$ cat src/common/net_led_pkg.sv
// Constants for the network status indicator encoder
package net_led_pkg;
	localparam int unsigned CLK_FREQ_HZ       = 250_000_000;
	localparam int unsigned FLASH_FREQ_HZ     = 2;
	// Half period of the 2 Hz pattern in clock cycles
	localparam int unsigned FLASH_HALF_CYCLES = CLK_FREQ_HZ / (FLASH_FREQ_HZ * 2);
	localparam int unsigned FLASH_CNT_W       = 26;
	// Traffic flicker: hold time started by a frame event; lit for the first half of it
	localparam int unsigned TRAFFIC_HOLD_MS   = 50;
	localparam int unsigned TRAFFIC_HOLD_CYCLES = (CLK_FREQ_HZ / 1000) * TRAFFIC_HOLD_MS;
	localparam int unsigned TRAFFIC_CNT_W     = 24;
	// Substitute cycle clock period when no network send clock is acquired
	localparam int unsigned SUBST_CYCLE_NS    = 1000000;
	localparam int unsigned SUBST_CYCLE_CYCLES = SUBST_CYCLE_NS / 4;
	localparam int unsigned SUBST_CNT_W       = 20;
	localparam int unsigned NUM_PORTS         = 3;
	localparam logic        LED_RESET         = 1'b0;

	typedef enum logic [1:0] {
		LOCK_OFF   = 2'b00,
		LOCK_SUBST = 2'b01,
		LOCK_PART  = 2'b11,
		LOCK_FULL  = 2'b10
	} lock_state_type;
endpackage

$ cat src/hw/flash_divider.sv
// Shared 2 Hz flash square wave derived from the system clock
`timescale 1ns/1ns
`default_nettype none
module flash_divider (
	// Clock and reset
	input  wire logic ref_clk,
	input  wire logic reset_n,
	// Pattern
	output logic      flash_phase
);
	logic [net_led_pkg::FLASH_CNT_W-1:0] cnt_ff;
	logic [net_led_pkg::FLASH_CNT_W-1:0] nxt_cnt;
	logic                                phase_ff;
	logic                                nxt_phase;

	always_comb begin
		nxt_cnt   = cnt_ff + 1'b1;
		nxt_phase = phase_ff;
		if (cnt_ff == net_led_pkg::FLASH_CNT_W'(net_led_pkg::FLASH_HALF_CYCLES - 1)) begin
			nxt_cnt   = '0;
			nxt_phase = ~phase_ff;
		end
	end

	always_ff @(posedge ref_clk) begin
		if (!reset_n) begin
			cnt_ff   <= '0;
			phase_ff <= 1'b0;
		end else begin
			cnt_ff   <= nxt_cnt;
			phase_ff <= nxt_phase;
		end
	end

	assign flash_phase = phase_ff;
endmodule
`default_nettype wire

$ cat src/hw/port_traffic_stretch.sv
// One port's link and traffic indicators
`timescale 1ns/1ns
`default_nettype none
module port_traffic_stretch (
	// Clock and reset
	input  wire logic ref_clk,
	input  wire logic reset_n,
	// Port status
	input  wire logic link_up,
	input  wire logic frame_seen,
	// Indicators
	output logic      port_link_led,
	output logic      port_traffic_led
);
	logic [net_led_pkg::TRAFFIC_CNT_W-1:0] hold_ff;
	logic [net_led_pkg::TRAFFIC_CNT_W-1:0] nxt_hold;
	logic                                  link_ff;
	logic                                  nxt_link;
	logic                                  act_ff;
	logic                                  nxt_act;

	always_comb begin
		nxt_link = link_up;
		nxt_hold = hold_ff;
		// Reload only after the hold expires; lit in the first half of each hold, dark in the second
		if (hold_ff != '0) begin
			nxt_hold = hold_ff - 1'b1;
		end else if (frame_seen) begin
			nxt_hold = net_led_pkg::TRAFFIC_CNT_W'(net_led_pkg::TRAFFIC_HOLD_CYCLES);
		end
		nxt_act = (hold_ff > net_led_pkg::TRAFFIC_CNT_W'(net_led_pkg::TRAFFIC_HOLD_CYCLES / 2));
	end

	always_ff @(posedge ref_clk) begin
		if (!reset_n) begin
			hold_ff <= '0;
			link_ff <= net_led_pkg::LED_RESET;
			act_ff  <= net_led_pkg::LED_RESET;
		end else begin
			hold_ff <= nxt_hold;
			link_ff <= nxt_link;
			act_ff  <= nxt_act;
		end
	end

	assign port_link_led    = link_ff;
	assign port_traffic_led = act_ff;
endmodule
`default_nettype wire

$ cat src/hw/network_status_led_encoder.sv
// Network port, bus error and cycle lock indicator encoder
// Behaviour
// - Link indicator steady on while a partner is physically connected.
// - Traffic indicator flashes while frames are received or sent.
// - Bus error indicator dark when interface error-free and all exchange runs.
// - Bus error indicator steady on no link, wrong rate, or no full duplex.
// - Bus error flashes 2 Hz on device failure, unreachable device, bad configuration.
// - Cycle lock dark while unsynchronised or isochronous not configured.
// - Configured but unsynchronised: generate local substitute cycle clock.
// - Cycle lock steady when interface, tasks, drive and DP interfaces all synchronised.
// - Cycle lock flashes 2 Hz when drive/DP interfaces not yet synchronised.
// - Without isochronous configuration, no send-clock sync; cycle lock dark.
`timescale 1ns/1ns
`default_nettype none
module network_status_led_encoder (
	// Clock and reset
	input  wire logic                               ref_clk,
	input  wire logic                               reset_n,
	// Per-port physical state
	input  wire logic [net_led_pkg::NUM_PORTS-1:0]  port_link_up,
	input  wire logic [net_led_pkg::NUM_PORTS-1:0]  port_frame_seen,
	// Bus fault conditions
	input  wire logic                               no_subnet_link,
	input  wire logic                               wrong_rate,
	input  wire logic                               no_full_duplex,
	// IO device fault conditions
	input  wire logic                               io_device_failed,
	input  wire logic                               io_device_unreachable,
	input  wire logic                               config_bad,
	// Isochronous synchronisation
	input  wire logic                               iso_configured,
	input  wire logic                               send_clock_locked,
	input  wire logic                               send_clock_tick,
	input  wire logic                               task_synced,
	input  wire logic                               drive_dp_synced,
	// Indicators
	output logic [net_led_pkg::NUM_PORTS-1:0]       port_link_led,
	output logic [net_led_pkg::NUM_PORTS-1:0]       port_traffic_led,
	output logic                                    network_error_led,
	output logic                                    cycle_lock_led,
	// Cycle clock to task system and drive/DP interfaces
	output logic                                    cycle_tick,
	output logic                                    cycle_substitute
);
	logic                                 flash_phase;
	logic [net_led_pkg::NUM_PORTS-1:0]    link_led_w;
	logic [net_led_pkg::NUM_PORTS-1:0]    act_led_w;
	logic                                 err_ff;
	logic                                 nxt_err;
	logic                                 lock_led_ff;
	logic                                 nxt_lock_led;
	net_led_pkg::lock_state_type          lock_ff;
	net_led_pkg::lock_state_type          nxt_lock;
	logic [net_led_pkg::SUBST_CNT_W-1:0]  subst_cnt_ff;
	logic [net_led_pkg::SUBST_CNT_W-1:0]  nxt_subst_cnt;
	logic                                 tick_ff;
	logic                                 nxt_tick;
	logic                                 subst_ff;
	logic                                 nxt_subst;

	flash_divider u_flash (
		.ref_clk     (ref_clk),
		.reset_n     (reset_n),
		.flash_phase (flash_phase)
	);

	genvar g;
	generate
		for (g = 0; g < net_led_pkg::NUM_PORTS; g++) begin : g_port
			port_traffic_stretch u_port (
				.ref_clk          (ref_clk),
				.reset_n          (reset_n),
				.link_up          (port_link_up[g]),
				.frame_seen       (port_frame_seen[g]),
				.port_link_led    (link_led_w[g]),
				.port_traffic_led (act_led_w[g])
			);
		end
	endgenerate

	// Bus error: a hard bus fault outranks device faults
	always_comb begin
		if (no_subnet_link || wrong_rate || no_full_duplex) begin
			nxt_err = 1'b1;
		end else if (io_device_failed || io_device_unreachable || config_bad) begin
			nxt_err = flash_phase;
		end else begin
			nxt_err = 1'b0;
		end
	end

	// Synchronisation state
	always_comb begin
		nxt_lock = net_led_pkg::LOCK_OFF;
		if (!iso_configured) begin
			nxt_lock = net_led_pkg::LOCK_OFF;
		end else if (!send_clock_locked || !task_synced) begin
			nxt_lock = net_led_pkg::LOCK_SUBST;
		end else if (!drive_dp_synced) begin
			nxt_lock = net_led_pkg::LOCK_PART;
		end else begin
			nxt_lock = net_led_pkg::LOCK_FULL;
		end
		case (lock_ff)
			net_led_pkg::LOCK_OFF:   nxt_lock_led = 1'b0;
			net_led_pkg::LOCK_SUBST: nxt_lock_led = 1'b0;
			net_led_pkg::LOCK_PART:  nxt_lock_led = flash_phase;
			net_led_pkg::LOCK_FULL:  nxt_lock_led = 1'b1;
			default:                 nxt_lock_led = 1'b0;
		endcase
	end

	// Cycle clock: network tick when locked, local substitute when configured but unsynchronised, none when not configured
	always_comb begin
		nxt_subst_cnt = '0;
		nxt_tick      = 1'b0;
		nxt_subst     = 1'b0;
		case (lock_ff)
			net_led_pkg::LOCK_SUBST: begin
				nxt_subst = 1'b1;
				if (subst_cnt_ff ==
				    net_led_pkg::SUBST_CNT_W'(net_led_pkg::SUBST_CYCLE_CYCLES - 1)) begin
					nxt_subst_cnt = '0;
					nxt_tick      = 1'b1;
				end else begin
					nxt_subst_cnt = subst_cnt_ff + 1'b1;
				end
			end
			net_led_pkg::LOCK_PART, net_led_pkg::LOCK_FULL: begin
				nxt_tick = send_clock_tick;
			end
			// Not configured: the send clock is ignored altogether
			net_led_pkg::LOCK_OFF: nxt_tick = 1'b0;
			default:               nxt_tick = 1'b0;
		endcase
	end

	always_ff @(posedge ref_clk) begin
		if (!reset_n) begin
			err_ff       <= net_led_pkg::LED_RESET;
			lock_led_ff  <= net_led_pkg::LED_RESET;
			lock_ff      <= net_led_pkg::LOCK_OFF;
			subst_cnt_ff <= '0;
			tick_ff      <= 1'b0;
			subst_ff     <= 1'b0;
		end else begin
			err_ff       <= nxt_err;
			lock_led_ff  <= nxt_lock_led;
			lock_ff      <= nxt_lock;
			subst_cnt_ff <= nxt_subst_cnt;
			tick_ff      <= nxt_tick;
			subst_ff     <= nxt_subst;
		end
	end

	assign port_link_led     = link_led_w;
	assign port_traffic_led  = act_led_w;
	assign network_error_led = err_ff;
	assign cycle_lock_led    = lock_led_ff;
	assign cycle_tick        = tick_ff;
	assign cycle_substitute  = subst_ff;
endmodule
`default_nettype wire

$ cat config.mk
export PLATFORM = sky130hd
export DESIGN_NAME = network_status_led_encoder
export DESIGN_NICKNAME = d
export VERILOG_FILES = /design/src/common/net_led_pkg.sv /design/src/hw/flash_divider.sv /design/src/hw/port_traffic_stretch.sv /design/src/hw/network_status_led_encoder.sv
export SDC_FILE = /design/constraint.sdc
export NUM_CORES = 1
export LEC_CHECK = 0
export BUFFER_PORTS_ARGS = -buffer_cell sky130_fd_sc_hd__buf_2
export CORE_MARGIN = 5
export CORE_UTILIZATION = 25
export CTS_CLUSTER_SIZE = 24
export DETAILED_ROUTE_END_ITERATION = 8
export PLACE_DENSITY = 0.43
export SLEW_MARGIN = 20
export SYNTH_ARGS = -nofsm -noshare
export SYNTH_HDL_FRONTEND = slang
export SYNTH_HIERARCHICAL = 1
export SYNTH_SLANG_ARGS = --single-unit
$ cat constraint.sdc
create_clock -name ref_clk -period 2.5 [get_ports ref_clk]
set_input_delay 0.25 -clock ref_clk [delete_from_list [all_inputs] [get_ports ref_clk]]
set_output_delay 0.25 -clock ref_clk [all_outputs]
set_load 0.05 [all_outputs]
==> flow_summary.toml <==
[route]
drt_iter0_drc = 273
wl_per_cell_um = 13.9
vias_per_cell = 4.85
drc = 0
drtAntennaViolNets = 0
route.vias.total = 5545
drt_pass1_iterations = 4
wl_um = 15900

[timing]
rsz0062_at_grt = "false"
finClkSkew_ns = 0.00809
tightest_slew_ns = 0.579
hold_viol = 0
finalSetupTns_ns = 0
period_share_pct = 87.7
fmax_mhz = 456
slew-limit-headroom_pct = 61.4
drv_slew = 0
finalSetupViolCount = 0
period_needed_ns = 2.19

[power_and_ir_drop]
p_seq_share_pct = 31.7
pwr-share-comb_pct = 42.5
p_leak_nw = 2.67
intPower_mw = 5.93
ir_worst_vdd_uv = 452
total_power_mw = 9.68
power_density_nw_per_um2 = 1230
swShare_pct = 38.7
switching_power_mw = 3.75
clkPwrFrac_pct = 25.7

[critical_path]
crit_type = "flip-flop to flip-flop"
r2r_slack_ns = 0.31
reg2regPathDepth = 8
crit_path_start_kind = "flip-flop"
r2r-start = "g_port[0].u_port/hold_ff[0]"
required_ns = 2.80
crit_fanout = 11
crit_arrival_ns = 2.49
rr_endpoint = "g_port[0].u_port/hold_ff[9]"
endpoint_kind = "flip-flop"

[logic_synthesis]
synth-compound-area-share_pct = 13.4
ys_seq_elements = 131
synth_xor_area_share_pct = 5.18
synth_edf_count = 0
synth_nets = 777
syn_area_sq_um = 6770
synth_cell_types = 58
yosysSeqAreaShare_pct = 38.7
synthAdderAreaFrac_pct = 1.48
ys.flop_type = "dfxtp_1"
synth_top_family_by_area = "simple AND/OR/NAND/NOR gates"
muxShareOfSynthArea_pct = 2.27
synth-async-reset-ratio_pct = 0
synth-simple-area-share_pct = 34.0
postSynthAreaPerCell_sq_um = 9.03
synthesis.instances = 750
yosys_warnings = 6

[clock_network]
path_clk_slew_ns = 0.06
cts-root-buf = "clkbuf_16"
tritoncts = "built"
post_cts_buffers = 0
cts_resized = 0
clockBufferDepth = 2
worstSkewPairLatency_ns = 0.41
htreeDepth = 4
cts_buffers = 17
ctsHoldBuffers = 0
cts_sinks = 131

[floorplan]
die_area_sq_um = 30500
dieHeight_um = 175
core.rowCount = 60
die_x_um = 175
start_util_pct = 25.3
ioPinCount = 29
core_sq_um = 26800

[grt]
overflow = 0
grtUsageMet3_pct = 2.50
gr-usage-met1_pct = 14.9
grt_pass1_vias = 5327
grt.busiest_layer = "met2"
grt_max_degree = 27
track_usage_pct = 10.7
grt_pass1_wl_um = 27200
met2_usage_pct = 16.5
antenna_found_initial = 0

[place]
dp_hpwl_um = 11000
port-buffer-count = 28
gp_congestion = 0.757

[flow_run]
drv_cap = 0

[finish]
num_antenna_cells = 0
final_common_cell = "dfxtp_1"
fin_nets = 816
syn2layout_area_growth_pct = 16.5
final_layout_size_suffix_gt1_share_pct = 16.7
layout_common_cells = "dfxtp_1, nor2_1, nand2_1"

[worst_hold_path]
min_from = "drive_dp_synced"
min_path_cells = 2
hold_path_end = "lock_ff[0]"
hold_path.class = "primary input to flip-flop"

[status]
status = "finished, final reports clean"
## metrics by stage
stage	hold slack [ns]	setup slack, ns	cell area [sq um]	util [%]	cells
after floorplan	0.350	0.498	6770	-	750
after global placement	0.442	0.298	7290	27.2	1111
after detailed placement	0.449	0.309	7290	27.2	1111
after CTS	0.0181	0.290	7880	29.4	1143
after global routing	0.0199	0.00391	7880	29.4	1143
final	0.0380	0.309	7880	29.4	1143
## sequential cells by signal (all words and copies together) (netlist names), 2 cells and up
signal,cells
g_port.u_port/hold_ff,72
g_port.u_port/port_link_led,3
g_port.u_port/port_traffic_led,3
lock_ff,2
subst_cnt_ff,20
u_flash/cnt_ff,26
## per-layer routing
| metal | routed length (um) | vias up |
|---|---|---|
| met3 | 490 | 11 |
| met1 | 8240 | 2586 |
| met4 | 160 | 0 |
| met5 | 0 | - |
| met2 | 7010 | 67 |
| li1 | - | 2881 |
## Yosys cell counts, types with 17 or more instances
cell type | n | area share (%)
nand4_1 | 18 | 1.7
or3_1 | 18 | 1.7
dfxtp_1 | 131 | 39
inv_1 | 34 | 1.9
nand3_1 | 17 | 1.3
a21oi_1 | 25 | 1.8
xnor2_1 | 26 | 3.4
o21ai_0 | 25 | 1.8
nor2_1 | 87 | 4.8
nor4_1 | 20 | 1.8
nor3_1 | 30 | 2.2
or4_1 | 19 | 2.1
nand2_1 | 44 | 2.4
## kinds of logic (layout without fill, tap and decap cells)
logic type,Yosys count,in the layout
simple gates,359,359
compound gates,133,133
flops,131,131
buf+inv,64,116
xor+xnor,40,40
mux,15,15
fa+ha+maj,8,8
## power by group through the flow
stage / logic, mW / clock network (mW) / registers, mW
floorplan: 3.37 / 0 / 3.00
global placement: 4.14 / 0 / 3.12
detailed placement: 4.12 / 0 / 3.11
CTS: 4.14 / 2.58 / 3.07
global route: 4.59 / 2.67 / 3.16
finish: 4.11 / 2.49 / 3.07
## how the worst max path moves through the flow
stage / from / end / slack (ns) / cells after the start
after CTS: g_port[2].u_port/hold_ff[0] / g_port[2].u_port/hold_ff[5] / 0.29 / 8
after floorplan: u_flash/cnt_ff[0] / u_flash/cnt_ff[24] / 0.50 / 6
final: g_port[0].u_port/hold_ff[0] / g_port[0].u_port/hold_ff[9] / 0.31 / 8
after global routing: g_port[2].u_port/hold_ff[0] / g_port[2].u_port/hold_ff[19] / 0.004 / 7
after global placement: g_port[1].u_port/hold_ff[0] / g_port[1].u_port/hold_ff[5] / 0.30 / 8
after detailed placement: g_port[0].u_port/hold_ff[0] / g_port[0].u_port/hold_ff[9] / 0.31 / 8
## area by class of cell
class	instances	area [sq um]
well taps	341	427
fillers	2818	18900
inverters	34	128
multi-input cells	555	3810
clock buffers	22	484
flip-flops and latches	131	2620
repair buffers	50	305
clock inverters	10	105
## worst max-delay path, stage by stage (launching register included)
cell and delay (ns):
dfxtp_1 0.32, inv_1 0.09, ha_1 0.14, nor3b_1 0.33, nand4_2 0.40, nor2_4 0.30
buf_4 0.19, and3b_1 0.19, mux2i_1 0.11
(Power assumes the default switching activity.)
